**src/verilog/gsi_pkg.sv**
```systemverilog
// Constants, register map and field layout of the global status logic.
package gsi_pkg;

  // Timing.
  localparam int unsigned CLK_PERIOD_NS = 20;
  localparam int unsigned ONE_SECOND_NS = 1000000000;
  localparam int unsigned ONE_SEC_CYCLES = ONE_SECOND_NS / CLK_PERIOD_NS;
  localparam int unsigned SEC_CNT_WIDTH = 26;

  // Sizes.
  localparam int unsigned PORT_COUNT = 4;
  localparam int unsigned PLL_COUNT = 4;
  localparam int unsigned GPIO_COUNT = 8;
  localparam int unsigned REG_WIDTH = 16;
  localparam int unsigned ADDR_WIDTH = 8;
  localparam int unsigned DATA_WIDTH = 32;

  // Register indices; the byte address is four times the index.
  localparam logic [7:0] IDX_IRQ_SUMMARY = 8'h10;
  localparam logic [7:0] IDX_IRQ_SUMMARY_EN = 8'h12;
  localparam logic [7:0] IDX_LIVE_STATUS = 8'h14;
  localparam logic [7:0] IDX_STATUS_LATCHED = 8'h16;
  localparam logic [7:0] IDX_STATUS_IRQ_EN = 8'h18;
  localparam logic [7:0] IDX_PIN_READBACK = 8'h1c;
  localparam logic [7:0] IDX_UPDATE_CONTROL = 8'h1e;

  localparam logic [7:0] ADDR_IRQ_SUMMARY = {IDX_IRQ_SUMMARY[5:0], 2'b00};
  localparam logic [7:0] ADDR_IRQ_SUMMARY_EN =
    {IDX_IRQ_SUMMARY_EN[5:0], 2'b00};
  localparam logic [7:0] ADDR_LIVE_STATUS = {IDX_LIVE_STATUS[5:0], 2'b00};
  localparam logic [7:0] ADDR_STATUS_LATCHED =
    {IDX_STATUS_LATCHED[5:0], 2'b00};
  localparam logic [7:0] ADDR_STATUS_IRQ_EN =
    {IDX_STATUS_IRQ_EN[5:0], 2'b00};
  localparam logic [7:0] ADDR_PIN_READBACK = {IDX_PIN_READBACK[5:0], 2'b00};
  localparam logic [7:0] ADDR_UPDATE_CONTROL =
    {IDX_UPDATE_CONTROL[5:0], 2'b00};

  // Status field positions, shared by live, latched and enable registers.
  localparam int unsigned BIT_UPDATE_DONE = 0;
  localparam int unsigned BIT_LOCK_LOST = 1;
  localparam int unsigned BIT_ONE_SECOND = 2;
  localparam int unsigned BIT_REFCLK_ACT = 3;
  localparam int unsigned BIT_REF8K_ACT = 4;
  localparam int unsigned BIT_SUMMARY = 0;
  localparam logic [15:0] LATCHED_MASK = 16'h001f;
  localparam logic [15:0] IRQ_EN_MASK = 16'h0007;

  // Update control register layout.
  localparam int unsigned CTRL_MODE_LSB = 0;
  localparam int unsigned CTRL_REQUEST_BIT = 4;
  localparam int unsigned CTRL_REF8K_SEL_BIT = 5;
  localparam logic [15:0] CTRL_MASK = 16'h003f;

  // General-purpose pin 4 sits at index 3.
  localparam int unsigned REF8K_PIN_INDEX = 3;

  // Reset values.
  localparam logic [15:0] IRQ_EN_RESET = 16'h0000;
  localparam logic [15:0] LATCHED_RESET = 16'h0000;
  localparam logic [15:0] CTRL_RESET = 16'h0000;
  localparam logic SUMMARY_EN_RESET = 1'b0;
  localparam logic [PLL_COUNT-1:0] LOCK_SYNC_RESET = 4'h0;

  // Bus answer sequencing.
  typedef enum logic [0:0] {
    BUS_IDLE = 1'b0,
    BUS_ANSWER = 1'b1
  } gsi_bus_e;

endpackage : gsi_pkg

```
**src/verilog/gsi_sync.sv**
```systemverilog
// Three-stage input synchroniser that accepts a change once stages agree.
`timescale 1ns/1ns
`default_nettype none
module gsi_sync #(
  parameter int WIDTH = 1,
  parameter logic [WIDTH-1:0] RESET_VALUE = '0
) (
  // Clock and reset.
  input wire logic i_clk,
  input wire logic i_reset,
  input wire logic i_clk_en,
  // Data.
  input wire logic [WIDTH-1:0] i_d,
  output logic [WIDTH-1:0] o_q
);

  logic [WIDTH-1:0] meta_reg;
  logic [WIDTH-1:0] meta_next;
  logic [WIDTH-1:0] mid_reg;
  logic [WIDTH-1:0] mid_next;
  logic [WIDTH-1:0] late_reg;
  logic [WIDTH-1:0] late_next;
  logic [WIDTH-1:0] q_reg;
  logic [WIDTH-1:0] q_next;
  logic [WIDTH-1:0] agree;

  always_comb begin
    meta_next = i_d;
    mid_next = meta_reg;
    late_next = mid_reg;
    agree = mid_reg ~^ late_reg;
    q_next = (q_reg & ~agree) | (late_reg & agree);
  end

  always_ff @(posedge i_clk or posedge i_reset) begin
    if (i_reset) begin
      meta_reg <= RESET_VALUE;
      mid_reg <= RESET_VALUE;
      late_reg <= RESET_VALUE;
      q_reg <= RESET_VALUE;
    end else if (i_clk_en) begin
      meta_reg <= meta_next;
      mid_reg <= mid_next;
      late_reg <= late_next;
      q_reg <= q_next;
    end
  end

  assign o_q = q_reg;

endmodule : gsi_sync
`default_nettype wire

```
**src/verilog/gsi_top.sv**
```systemverilog
// Global status, latched status and interrupt logic with pin read-back.
//
// Notes on behaviour
// - Live lock-lost is high while any adapter PLL reports unlocked.
// - Live update-done is the AND of done bits of globally updated ports.
// - Update-done reads 0 while the request is low or work is pending.
// - Pin 4 activity sets its latched bit only while selected as 8 kHz in.
// - Adapter reference clock pin activity sets its latched bit.
// - A one-second tick sets the one-second latched bit every second.
// - Latched lock-lost sets only on a rising edge of live lock-lost.
// - Latched update-done sets only on a rising edge of live update-done.
// - The summary flag is set by any enabled one of the low three bits.
// - The interrupt pin goes low only when both enable levels are on.
// - The read-back register shows the present level of all eight pins.
// - The interrupt pin is low while summary and its enable are set.
// - Only ports in global update mode take part in the update AND.
`timescale 1ns/1ns
`default_nettype none
module gsi_top #(
  parameter int unsigned ONE_SEC_CYCLES = gsi_pkg::ONE_SEC_CYCLES
) (
  // Clock, reset and clock enable.
  input wire logic I_REF_CLK,
  input wire logic I_RESET,
  input wire logic I_CLK_EN,
  // Avalon-MM slave.
  input wire logic [gsi_pkg::ADDR_WIDTH-1:0] I_AVS_ADDRESS,
  input wire logic I_AVS_READ,
  input wire logic I_AVS_WRITE,
  input wire logic [gsi_pkg::DATA_WIDTH-1:0] I_AVS_WRITEDATA,
  input wire logic [3:0] I_AVS_BYTEENABLE,
  output logic [gsi_pkg::DATA_WIDTH-1:0] O_AVS_READDATA,
  output logic O_AVS_WAITREQUEST,
  // Device pins and PLL lock indications.
  input wire logic [gsi_pkg::GPIO_COUNT-1:0] I_GPIO_PIN,
  input wire logic I_ADAPTER_REFCLK_PIN,
  input wire logic [gsi_pkg::PLL_COUNT-1:0] I_ADAPTER_PLL_LOCKED,
  // Per-port update status from the port logic.
  input wire logic [gsi_pkg::PORT_COUNT-1:0] I_PORT_UPDATE_DONE,
  // Control outputs to the rest of the device.
  output logic [gsi_pkg::PORT_COUNT-1:0] O_PORT_UPDATE_MODE,
  output logic O_GLOBAL_UPDATE_REQUEST,
  output logic O_REF8K_INPUT_SELECT,
  // Interrupts.
  output logic O_IRQ,
  output logic O_INT_N
);

  //////////////////////////////////////////////////////////////////////////
  // Input synchronisation.

  logic [gsi_pkg::GPIO_COUNT-1:0] gpio_sync;
  logic [0:0] refclk_sync;
  logic [gsi_pkg::PLL_COUNT-1:0] lock_sync;

  gsi_sync #(
    .WIDTH(gsi_pkg::GPIO_COUNT),
    .RESET_VALUE(8'h00)
  ) u_gpio_sync (
    .i_clk(I_REF_CLK),
    .i_reset(I_RESET),
    .i_clk_en(I_CLK_EN),
    .i_d(I_GPIO_PIN),
    .o_q(gpio_sync)
  );

  gsi_sync #(
    .WIDTH(1),
    .RESET_VALUE(1'b0)
  ) u_refclk_sync (
    .i_clk(I_REF_CLK),
    .i_reset(I_RESET),
    .i_clk_en(I_CLK_EN),
    .i_d(I_ADAPTER_REFCLK_PIN),
    .o_q(refclk_sync)
  );

  gsi_sync #(
    .WIDTH(gsi_pkg::PLL_COUNT),
    .RESET_VALUE(gsi_pkg::LOCK_SYNC_RESET)
  ) u_lock_sync (
    .i_clk(I_REF_CLK),
    .i_reset(I_RESET),
    .i_clk_en(I_CLK_EN),
    .i_d(I_ADAPTER_PLL_LOCKED),
    .o_q(lock_sync)
  );

  //////////////////////////////////////////////////////////////////////////
  // Software registers and bus slave state.

  gsi_pkg::gsi_bus_e bus_state_reg;
  gsi_pkg::gsi_bus_e bus_state_next;
  logic [gsi_pkg::DATA_WIDTH-1:0] readdata_reg;
  logic [gsi_pkg::DATA_WIDTH-1:0] readdata_next;
  logic [15:0] irq_en_reg;
  logic [15:0] irq_en_next;
  logic summary_en_reg;
  logic summary_en_next;
  logic [15:0] ctrl_reg;
  logic [15:0] ctrl_next;
  logic [15:0] latched_reg;
  logic [15:0] latched_next;

  //////////////////////////////////////////////////////////////////////////
  // Live status.

  logic [gsi_pkg::PORT_COUNT-1:0] port_mode;
  logic update_request;
  logic ref8k_select;
  logic lock_lost;
  logic update_done;
  logic [15:0] live_status;

  assign port_mode = ctrl_reg[gsi_pkg::CTRL_MODE_LSB +: gsi_pkg::PORT_COUNT];
  assign update_request = ctrl_reg[gsi_pkg::CTRL_REQUEST_BIT];
  assign ref8k_select = ctrl_reg[gsi_pkg::CTRL_REF8K_SEL_BIT];

  // Ports in per-port mode are forced to one so they do not hold the AND.
  assign lock_lost = ~(&lock_sync);
  assign update_done = update_request &
    (&(I_PORT_UPDATE_DONE | ~port_mode));

  always_comb begin
    live_status = 16'h0000;
    live_status[gsi_pkg::BIT_UPDATE_DONE] = update_done;
    live_status[gsi_pkg::BIT_LOCK_LOST] = lock_lost;
  end

  //////////////////////////////////////////////////////////////////////////
  // Event detection.

  logic lock_lost_prev_reg;
  logic lock_lost_prev_next;
  logic update_done_prev_reg;
  logic update_done_prev_next;
  logic refclk_prev_reg;
  logic refclk_prev_next;
  logic ref8k_prev_reg;
  logic ref8k_prev_next;
  logic [gsi_pkg::SEC_CNT_WIDTH-1:0] sec_cnt_reg;
  logic [gsi_pkg::SEC_CNT_WIDTH-1:0] sec_cnt_next;
  logic sec_tick;
  logic [15:0] set_events;
  localparam logic [gsi_pkg::SEC_CNT_WIDTH-1:0] SEC_LAST =
    gsi_pkg::SEC_CNT_WIDTH'(ONE_SEC_CYCLES - 1);

  always_comb begin
    lock_lost_prev_next = lock_lost;
    update_done_prev_next = update_done;
    refclk_prev_next = refclk_sync[0];
    ref8k_prev_next = gpio_sync[gsi_pkg::REF8K_PIN_INDEX];
    sec_tick = (sec_cnt_reg == SEC_LAST);
    if (sec_tick) begin
      sec_cnt_next = '0;
    end else begin
      sec_cnt_next = sec_cnt_reg + 1'b1;
    end
    set_events = 16'h0000;
    set_events[gsi_pkg::BIT_UPDATE_DONE] =
      update_done & ~update_done_prev_reg;
    set_events[gsi_pkg::BIT_LOCK_LOST] =
      lock_lost & ~lock_lost_prev_reg;
    set_events[gsi_pkg::BIT_ONE_SECOND] = sec_tick;
    set_events[gsi_pkg::BIT_REFCLK_ACT] =
      refclk_sync[0] & ~refclk_prev_reg;
    set_events[gsi_pkg::BIT_REF8K_ACT] = ref8k_select &
      gpio_sync[gsi_pkg::REF8K_PIN_INDEX] & ~ref8k_prev_reg;
  end

  // Previous values start at the reset view of their sources so that
  // leaving reset never counts as an edge.
  always_ff @(posedge I_REF_CLK or posedge I_RESET) begin
    if (I_RESET) begin
      lock_lost_prev_reg <= 1'b1;
      update_done_prev_reg <= 1'b0;
      refclk_prev_reg <= 1'b0;
      ref8k_prev_reg <= 1'b0;
      sec_cnt_reg <= '0;
    end else if (I_CLK_EN) begin
      lock_lost_prev_reg <= lock_lost_prev_next;
      update_done_prev_reg <= update_done_prev_next;
      refclk_prev_reg <= refclk_prev_next;
      ref8k_prev_reg <= ref8k_prev_next;
      sec_cnt_reg <= sec_cnt_next;
    end
  end

  //////////////////////////////////////////////////////////////////////////
  // Avalon-MM slave: one wait cycle, then the access takes effect.

  logic bus_req;
  logic bus_take;
  logic write_take;
  logic [7:0] word_addr;
  logic [15:0] wdata;
  logic lane0;
  logic lane1;
  logic [15:0] lane_mask;
  logic [15:0] read_mux;
  logic summary_flag;

  assign bus_req = I_AVS_READ | I_AVS_WRITE;
  assign bus_take = bus_req & (bus_state_reg == gsi_pkg::BUS_ANSWER);
  assign write_take = bus_take & I_AVS_WRITE;
  assign word_addr = {I_AVS_ADDRESS[7:2], 2'b00};
  assign wdata = I_AVS_WRITEDATA[15:0];
  assign lane0 = I_AVS_BYTEENABLE[0];
  assign lane1 = I_AVS_BYTEENABLE[1];
  assign lane_mask = {{8{lane1}}, {8{lane0}}};
  assign O_AVS_WAITREQUEST = bus_req & (bus_state_reg == gsi_pkg::BUS_IDLE);

  always_comb begin
    case (word_addr)
      gsi_pkg::ADDR_IRQ_SUMMARY: read_mux = {15'h0000, summary_flag};
      gsi_pkg::ADDR_IRQ_SUMMARY_EN: read_mux = {15'h0000, summary_en_reg};
      gsi_pkg::ADDR_LIVE_STATUS: read_mux = live_status;
      gsi_pkg::ADDR_STATUS_LATCHED: read_mux = latched_reg;
      gsi_pkg::ADDR_STATUS_IRQ_EN: read_mux = irq_en_reg;
      gsi_pkg::ADDR_PIN_READBACK: read_mux = {8'h00, gpio_sync};
      gsi_pkg::ADDR_UPDATE_CONTROL: read_mux = ctrl_reg;
      default: read_mux = 16'h0000;
    endcase
  end

  always_comb begin
    bus_state_next = gsi_pkg::BUS_IDLE;
    readdata_next = readdata_reg;
    case (bus_state_reg)
      gsi_pkg::BUS_IDLE: begin
        if (bus_req) begin
          bus_state_next = gsi_pkg::BUS_ANSWER;
        end
        if (I_AVS_READ) begin
          readdata_next = {16'h0000, read_mux};
        end
      end
      gsi_pkg::BUS_ANSWER: begin
        bus_state_next = gsi_pkg::BUS_IDLE;
      end
      default: begin
        bus_state_next = gsi_pkg::BUS_IDLE;
      end
    endcase
  end

  //////////////////////////////////////////////////////////////////////////
  // Register updates.

  logic [15:0] w1c_clear;

  always_comb begin
    irq_en_next = irq_en_reg;
    summary_en_next = summary_en_reg;
    ctrl_next = ctrl_reg;
    w1c_clear = 16'h0000;
    if (write_take) begin
      case (word_addr)
        gsi_pkg::ADDR_IRQ_SUMMARY_EN: begin
          if (lane0) begin
            summary_en_next = wdata[gsi_pkg::BIT_SUMMARY];
          end
        end
        gsi_pkg::ADDR_STATUS_IRQ_EN: begin
          irq_en_next = ((irq_en_reg & ~lane_mask) | (wdata & lane_mask)) &
            gsi_pkg::IRQ_EN_MASK;
        end
        gsi_pkg::ADDR_STATUS_LATCHED: begin
          w1c_clear = wdata & lane_mask & gsi_pkg::LATCHED_MASK;
        end
        gsi_pkg::ADDR_UPDATE_CONTROL: begin
          ctrl_next = ((ctrl_reg & ~lane_mask) | (wdata & lane_mask)) &
            gsi_pkg::CTRL_MASK;
        end
        default: begin
          ctrl_next = ctrl_reg;
        end
      endcase
    end
    // A new event in the clearing cycle keeps the bit set.
    latched_next = ((latched_reg & ~w1c_clear) | set_events) &
      gsi_pkg::LATCHED_MASK;
  end

  always_ff @(posedge I_REF_CLK or posedge I_RESET) begin
    if (I_RESET) begin
      bus_state_reg <= gsi_pkg::BUS_IDLE;
      readdata_reg <= '0;
      irq_en_reg <= gsi_pkg::IRQ_EN_RESET;
      summary_en_reg <= gsi_pkg::SUMMARY_EN_RESET;
      ctrl_reg <= gsi_pkg::CTRL_RESET;
      latched_reg <= gsi_pkg::LATCHED_RESET;
    end else if (I_CLK_EN) begin
      bus_state_reg <= bus_state_next;
      readdata_reg <= readdata_next;
      irq_en_reg <= irq_en_next;
      summary_en_reg <= summary_en_next;
      ctrl_reg <= ctrl_next;
      latched_reg <= latched_next;
    end
  end

  //////////////////////////////////////////////////////////////////////////
  // Interrupt generation.

  logic irq_reg;
  logic irq_next;
  logic int_n_reg;
  logic int_n_next;

  assign summary_flag = |(latched_reg & irq_en_reg &
    gsi_pkg::IRQ_EN_MASK);

  always_comb begin
    irq_next = summary_flag;
    int_n_next = ~(summary_flag & summary_en_reg);
  end

  always_ff @(posedge I_REF_CLK or posedge I_RESET) begin
    if (I_RESET) begin
      irq_reg <= 1'b0;
      int_n_reg <= 1'b1;
    end else if (I_CLK_EN) begin
      irq_reg <= irq_next;
      int_n_reg <= int_n_next;
    end
  end

  //////////////////////////////////////////////////////////////////////////
  // Outputs.

  assign O_AVS_READDATA = readdata_reg;
  assign O_PORT_UPDATE_MODE = port_mode;
  assign O_GLOBAL_UPDATE_REQUEST = update_request;
  assign O_REF8K_INPUT_SELECT = ref8k_select;
  assign O_IRQ = irq_reg;
  assign O_INT_N = int_n_reg;

endmodule : gsi_top
`default_nettype wire
```
**config.mk**
```make
export PLATFORM = sky130hd
export DESIGN_NAME = gsi_top
export DESIGN_NICKNAME = d
export VERILOG_FILES = /design/src/verilog/gsi_pkg.sv /design/src/verilog/gsi_sync.sv /design/src/verilog/gsi_top.sv
export SDC_FILE = /design/constraint.sdc
export NUM_CORES = 1
export LEC_CHECK = 0
export BUFFER_PORTS_ARGS = -buffer_cell sky130_fd_sc_hd__buf_2
export CORE_UTILIZATION = 59
export CTS_BUF_LIST = sky130_fd_sc_hd__clkbuf_16
export DETAILED_ROUTE_END_ITERATION = 7
export HOLD_SLACK_MARGIN = 0.08
export PLACE_DENSITY = 0.94
export SETUP_SLACK_MARGIN = 0.15
export SLEW_MARGIN = 40
export SYNTH_ARGS = -nofsm -noshare
export SYNTH_HDL_FRONTEND = slang
export SYNTH_HIERARCHICAL = 1
export SYNTH_SLANG_ARGS = --single-unit
```
**constraint.sdc**
```tcl
create_clock -name I_REF_CLK -period 4.6 [get_ports I_REF_CLK]
set_input_delay 0.23 -clock I_REF_CLK [delete_from_list [all_inputs] [get_ports I_REF_CLK]]
set_output_delay 0.23 -clock I_REF_CLK [all_outputs]
set_load 0.005 [all_outputs]
```
==> results.sh, run 1 <==
export IMPL_outcome="completed"
export IMPL_cts_root_buf="clkbuf_16"
export IMPL_synth_edf_count=0
export IMPL_hp_class="in -> reg"
export IMPL_cp_arrival_ps=2200
export IMPL_final_setup_viol_count=0
export IMPL_hold_viol=0
export IMPL_finalCritPeriodShare=0.436
export IMPL_crit_path_end_kind="flop"
export IMPL_seq_area_frac_synth=0.530
export IMPL_syn_inst=447
export IMPL_place_area_um2=5310
export IMPL_start_util=0.615
export IMPL_numClockSinks=108
export IMPL_routedWlPerCell_um=16.5
export IMPL_pin_count=107
export IMPL_cts_setup_buffers=0
export IMPL_avgSynthCellArea_um2=11.4
export IMPL_rows=33
export IMPL_hold_depth=2
export IMPL_die_width_um=95.0
export IMPL_drc_errors=0
export IMPL_max_freq_ghz=0.499
export IMPL_r2r_slack_ps=2600
export IMPL_async_flop_share=1.00
export IMPL_via_count=3597
export IMPL_drtIter0Drc=272
export IMPL_via_per_inst=5.96
export IMPL_worstRegToRegCells=4
export IMPL_crit_type="reg -> reg"
export IMPL_cts_tree="built"
export IMPL_final_nets=562
export IMPL_min_from="I_ADAPTER_PLL_LOCKED[2]"
export IMPL_ys_ff_latch=108
export IMPL_design_area_um2=5610
export IMPL_synth_warnings=6
export IMPL_startpoint="sec_cnt_reg[9]$_DFFE_PP0P_"
export IMPL_endpoint="sec_cnt_reg[1]$_DFFE_PP0P_"
export IMPL_power_mw=2.29
export IMPL_start_kind="flop"
export IMPL_grt_max_degree=75
export IMPL_grt_overflow=0
export IMPL_worst_pin_slew_ps=731
export IMPL_drtAntennaViolNets=0
export IMPL_firstDrtPassIters=7
export IMPL_setup_ws_ps=2600
export IMPL_core_area_um2=8300
export IMPL_ys_types=58
export IMPL_gp_congestion=0.809
export IMPL_pwr_density_cell_nw_per_um2=408
export IMPL_period_minus_slack_ps=2000
export IMPL_finalClockSkew_ps=5.36
export IMPL_antenna_cells=0
export IMPL_drive_gt1_frac=0.263
export IMPL_finalWirelength_um=9990
export IMPL_clkTransAtPathRegs_ps=70
export IMPL_peakVddDrop_mv=0.282
export IMPL_grt_pass1_wl_um=17100
export IMPL_maxCapViolations=0
export IMPL_fin_setup_tns_ps=0
export IMPL_reg2reg_from="sec_cnt_reg[9]$_DFFE_PP0P_"
export IMPL_cts_resized=0
export IMPL_grt_total_usage=0.250
export IMPL_antenna_found_initial=0
export IMPL_syn_area_um2=5100
export IMPL_ys_flop_type="dfrtp_1"
export IMPL_dp_hpwl_um=6680
export IMPL_relSlewSlack=0.509
export IMPL_dieHeight_um=95.0
export IMPL_io_buffer_count=51
export IMPL_rsz0062_at_grt="false"
export IMPL_die_area_um2=9030
export IMPL_grt_pass1_vias=3610
export IMPL_power_leakage_nw=2.61
export IMPL_slew_viol_final=0
export IMPL_crit_fanout=14
export IMPL_htreeDepth=3
export IMPL_cts_buffers=9
export IMPL_pre_cts_slack_ps=2510
export IMPL_clock_latency_ps=350
export IMPL_syn_to_final_growth_pct=9.83
export IMPL_clockBufferDepth=2
export IMPL_r2r_end="sec_cnt_reg[1]$_DFFE_PP0P_"
export IMPL_cp_required_ps=4800
export IMPL_hold_buffers=1
area by class of cell:
type / instances / area [um2]
clock inverters: 6 / 57.6
inverters: 19 / 73.8
repair buffers: 53 / 273
fillers: 609 / 2690
well taps: 105 / 131
flip-flops and latches: 108 / 2710
clock buffers: 9 / 225
multi-input cells: 304 / 2140
Yosys cell counts (2+ instances only):
cell / number / area (um2)
o21ai_0: 16 / 80.1
or3_1: 2 / 12.5
dfstp_2: 2 / 52.6
or4_1: 6 / 45.0
xnor2_1: 5 / 43.8
nor3_1: 5 / 25.0
a32o_1: 4 / 40.0
a21o_1: 9 / 67.6
or2b_1: 3 / 22.5
nand3_1: 8 / 40.0
and3_1: 5 / 31.3
buf_2: 5 / 25.0
nand2_1: 34 / 128
nor4_1: 3 / 18.8
a21oi_1: 17 / 85.1
inv_1: 19 / 71.3
xor2_1: 9 / 78.8
nor3b_1: 3 / 22.5
mux2i_1: 3 / 30.0
o31ai_1: 12 / 90.1
nand4_1: 5 / 31.3
o2bb2ai_1: 6 / 52.6
nor2_1: 16 / 60.1
dfrtp_1: 106 / 2650
nand2b_1: 11 / 68.8
clkbuf_1: 3 / 11.3
nor2b_1: 7 / 43.8
buf_4: 28 / 210
a22o_1: 8 / 70.1
mux2_2: 49 / 552
and4_1: 5 / 43.8
buf_6: 3 / 33.8
a22oi_1: 5 / 37.5
critical path: stages, from the launching register on:
cell	delay, ps
dfrtp_1	430
nor4b_1	340
nand4_1	290
nor3_4	650
nor2_1	140
worst min path at each step:
| stage | to | slack (ps) |
|---|---|---|
| 6_report | u_lock_sync/meta_reg[2]$_DFFE_PP0P_ | 110 |
| 5_1_grt | u_lock_sync/meta_reg[0]$_DFFE_PP0P_ | 110 |
| 4_1_cts | u_lock_sync/meta_reg[2]$_DFFE_PP0P_ | 100 |
| 3_5_place_dp | u_refclk_sync/meta_reg$_DFFE_PP0P_ | 190 |
| 3_3_place_gp | u_refclk_sync/meta_reg$_DFFE_PP0P_ | 160 |
| 2_1_floorplan | asynchronous set/reset pin | -4 |
layout by cell type (no fill, tap or decap), drive strengths merged, types with 2 or more instances in the layout:
master,n
a21o,9
a21oi,18
a22o,8
a22oi,5
a32o,4
and3,6
and4,6
buf,52
clkbuf,9
clkinv,3
conb,24
dfrtp,106
dfstp,2
inv,22
mux2,49
mux2i,3
nand2,35
nand2b,11
nand3,9
nand4,6
nor2,16
nor2b,7
nor3,6
nor3b,3
nor4,3
o21ai,16
o2bb2ai,6
o31ai,12
or2b,3
or3,2
or4,7
xnor2,5
xor2,9
power breakdown:
part	internal, mW	switching [mW]
logic	0.170	0.154
registers	1.10	0.129
clock network	0.377	0.358
through the flow:
| stage | hold slack, ps | utilization | cells |
|---|---|---|---|
| floorplan | -3.92 | - | 470 |
| global placement | 157 | 0.639 | 588 |
| detailed placement | 190 | 0.640 | 588 |
| CTS | 96.4 | 0.676 | 604 |
| global route | 107 | 0.676 | 604 |
| finish | 107 | 0.676 | 604 |
cell families after synthesis:
group	Yosys count	synth area share
xor gates and xnor gates	14	0.0240
other	1	0.000735
DFF	108	0.530
buffers and inverters	58	0.0689
AOI/OAI and AO/OA	86	0.118
and+or+nand+nor	127	0.142
muxes	52	0.114
adders and majority gates	1	0.00245
per-layer routing:
layer	share of wire	vias to the layer above	GRT usage	routed length, um
li1	-	1654	-	-
met1	0.42	1765	0.332	4150
met2	0.49	153	0.399	4940
met3	0.065	25	0.0542	646
met4	0.026	0	0.107	257
met5	0	-	0	0
No activity file was read; power rests on OpenSTA's default activity.
==> run 2: changes to the inputs <==
--- a/config.mk
+++ b/config.mk
@@ -6,11 +6,11 @@
 export NUM_CORES = 1
 export LEC_CHECK = 0
 export BUFFER_PORTS_ARGS = -buffer_cell sky130_fd_sc_hd__buf_2
-export CORE_UTILIZATION = 59
+export CORE_UTILIZATION = 49
 export CTS_BUF_LIST = sky130_fd_sc_hd__clkbuf_16
 export DETAILED_ROUTE_END_ITERATION = 7
 export HOLD_SLACK_MARGIN = 0.08
-export PLACE_DENSITY = 0.94
+export PLACE_DENSITY = 0.85
 export SETUP_SLACK_MARGIN = 0.15
 export SLEW_MARGIN = 40
 export SYNTH_ARGS = -nofsm -noshare
==> constraint.sdc (replaced) <==
create_clock -name I_REF_CLK -period 1.84 [get_ports I_REF_CLK]
set_input_delay 0.092 -clock I_REF_CLK [delete_from_list [all_inputs] [get_ports I_REF_CLK]]
set_output_delay 0.092 -clock I_REF_CLK [all_outputs]
set_load 0.005 [all_outputs]
==> run 2 against run 1 <==
  * Via count increased by 4.6%
  * Die area increased by 20%
  * Clock-buffer cell count unchanged
  * Global-route usage is 5.0 points lower
  * Critical path depth up 1
  * Utilization is 6.5 points lower
  * Sequential share of layout area fell by 3.8 points
  * Clock power grew to 2.5 times the previous value
==> results.sh, run 2 (same netlist as run 1, synthesis figures left out) <==
export IMPL_final_util=0.611
export IMPL_via_per_inst=5.56
export IMPL_via_count=3762
export IMPL_drc_errors=0
export IMPL_cts_tree="built"
export IMPL_final_cell_mix="dfrtp_1, buf_2, mux2_2, nand2_1, conb_1"
export IMPL_nFillCells=757
export IMPL_grt_pass1_vias=3668
export IMPL_mostFrequentLayoutCell="dfrtp_1"
export IMPL_seqCellArea_um2=2710
export IMPL_slew_viol_final=0
export IMPL_crit_path_end_kind="flop"
export IMPL_outcome="completed"
export IMPL_die_area_um2=10800
export IMPL_multiInputGateArea_um2=2200
export IMPL_drtAntennaViolNets=0
export IMPL_hold_viol=0
export IMPL_final_cells=677
export IMPL_antenna_cells=0
export IMPL_numClockSinks=108
export IMPL_drtIter0Drc=206
export IMPL_grt_total_usage=0.200
export IMPL_rsz0062_at_grt="true"
export IMPL_rows=36
export IMPL_crit_type="reg -> reg"
export IMPL_finalWirelength_um=10900
export IMPL_drive_gt1_frac=0.301
export IMPL_dieHeight_um=104
export IMPL_cp_required_ps=2110
export IMPL_dp_hpwl_um=6890
export IMPL_routedWlPerCell_um=16.1
export IMPL_dpl_cell_count=627
export IMPL_setup_ws_ps=90.7
export IMPL_grt_overflow=0
export IMPL_crit_fanout=5
export IMPL_worst_pin_slew_ps=733
export IMPL_final_nets=606
export IMPL_gp_congestion=0.829
export IMPL_grt_max_degree=77
export IMPL_peakVddDrop_mv=0.627
export IMPL_syn_to_final_growth_pct=19.1
export IMPL_cts_buffers=9
export IMPL_antenna_found_initial=0
export IMPL_clkTransAtPathRegs_ps=70
export IMPL_cp_arrival_ps=2020
export IMPL_clockBufferDepth=2
export IMPL_finalCritPeriodShare=0.951
export IMPL_final_setup_viol_count=0
export IMPL_finalClockSkew_ps=9.88
export IMPL_period_minus_slack_ps=1750
export IMPL_firstDrtPassIters=5
export IMPL_htreeDepth=3
export IMPL_fin_setup_tns_ps=0
export IMPL_r2r_slack_ps=90
export IMPL_die_width_um=104
export IMPL_pwr_density_cell_nw_per_um2=958
export IMPL_maxCapViolations=0
export IMPL_max_freq_ghz=0.572
export IMPL_power_leakage_nw=2.82
export IMPL_cts_root_buf="clkbuf_16"
export IMPL_start_kind="flop"
export IMPL_io_buffer_count=51
export IMPL_clock_latency_ps=350
export IMPL_power_mw=5.83
export IMPL_hp_class="in -> reg"
export IMPL_pin_count=107
export IMPL_grt_pass1_wl_um=17400
export IMPL_core_area_um2=9950
export IMPL_pre_cts_slack_ps=85.9
export IMPL_relSlewSlack=0.512
export IMPL_start_util=0.513
[run 2: layout make-up]
class / instances / share of cell area
clock buffers: 9 / 0.0370
clock inverters: 7 / 0.00946
multi-input cells: 305 / 0.361
inverters: 19 / 0.0117
well taps: 133 / 0.0274
flip-flops and latches: 108 / 0.445
repair buffers: 96 / 0.108
[run 2: power by group]
group | leakage (nW) | internal (mW) | switching [mW]
sequential | 1.33 | 2.75 | 0.334
clock | 0.145 | 0.943 | 0.908
combinational | 1.35 | 0.489 | 0.403
[run 2: routing by layer]
layer	GRT usage	vias to the layer above	routed length, um
li1	-	1745	-
met1	0.247	1880	4480
met2	0.345	114	5660
met3	0.0395	23	473
met4	0.0786	0	262
met5	0	-	0
[run 2: stage by stage]
stage	hold WS [ps]	cell area [um2]
after floorplan	-142	5190
after global placement	19.5	5440
after detailed placement	30.3	5440
after CTS	104	5960
after global routing	109	6080
final	115	6080
[run 2: path summary, 6_finish.rpt]
| kind | start | endpoint | cells after the start |
|---|---|---|---|
| max | sec_cnt_reg[0]$_DFFE_PP0P_ | sec_cnt_reg[14]$_DFFE_PP0P_ | 5 |
| min | I_CLK_EN | bus_state_reg$_DFFE_PP0P_ | 2 |
| max reg2reg | sec_cnt_reg[0]$_DFFE_PP0P_ | sec_cnt_reg[14]$_DFFE_PP0P_ | 5 |
| min reg2reg | O_AVS_READDATA[2]$_DFFE_PP0P_ | O_AVS_READDATA[2]$_DFFE_PP0P_ | 2 |
| max in group asynchronous | I_RESET | O_INT_N$_DFFE_PP1P_ | 4 |
| min in group asynchronous | I_RESET | u_refclk_sync/meta_reg$_DFFE_PP0P_ | 3 |
[run 2: what timing repair did]
action | CTS | global route
gates cloned | 0 | 1
endpoints found under the hold margin | 98 | 0
setup endpoints to repair | 9 | 21
gates resized for setup | 4 | 11
buffers inserted | 3 | 10
hold buffers | 20 | 0
pin swaps | 1 | 5
[run 2: critical path, cell delays in order (launching register included)]
cell,delay (ps)
dfrtp_1,390
ha_1,180
and4_4,280
nand4_1,250
or3_1,400
a21oi_1,170
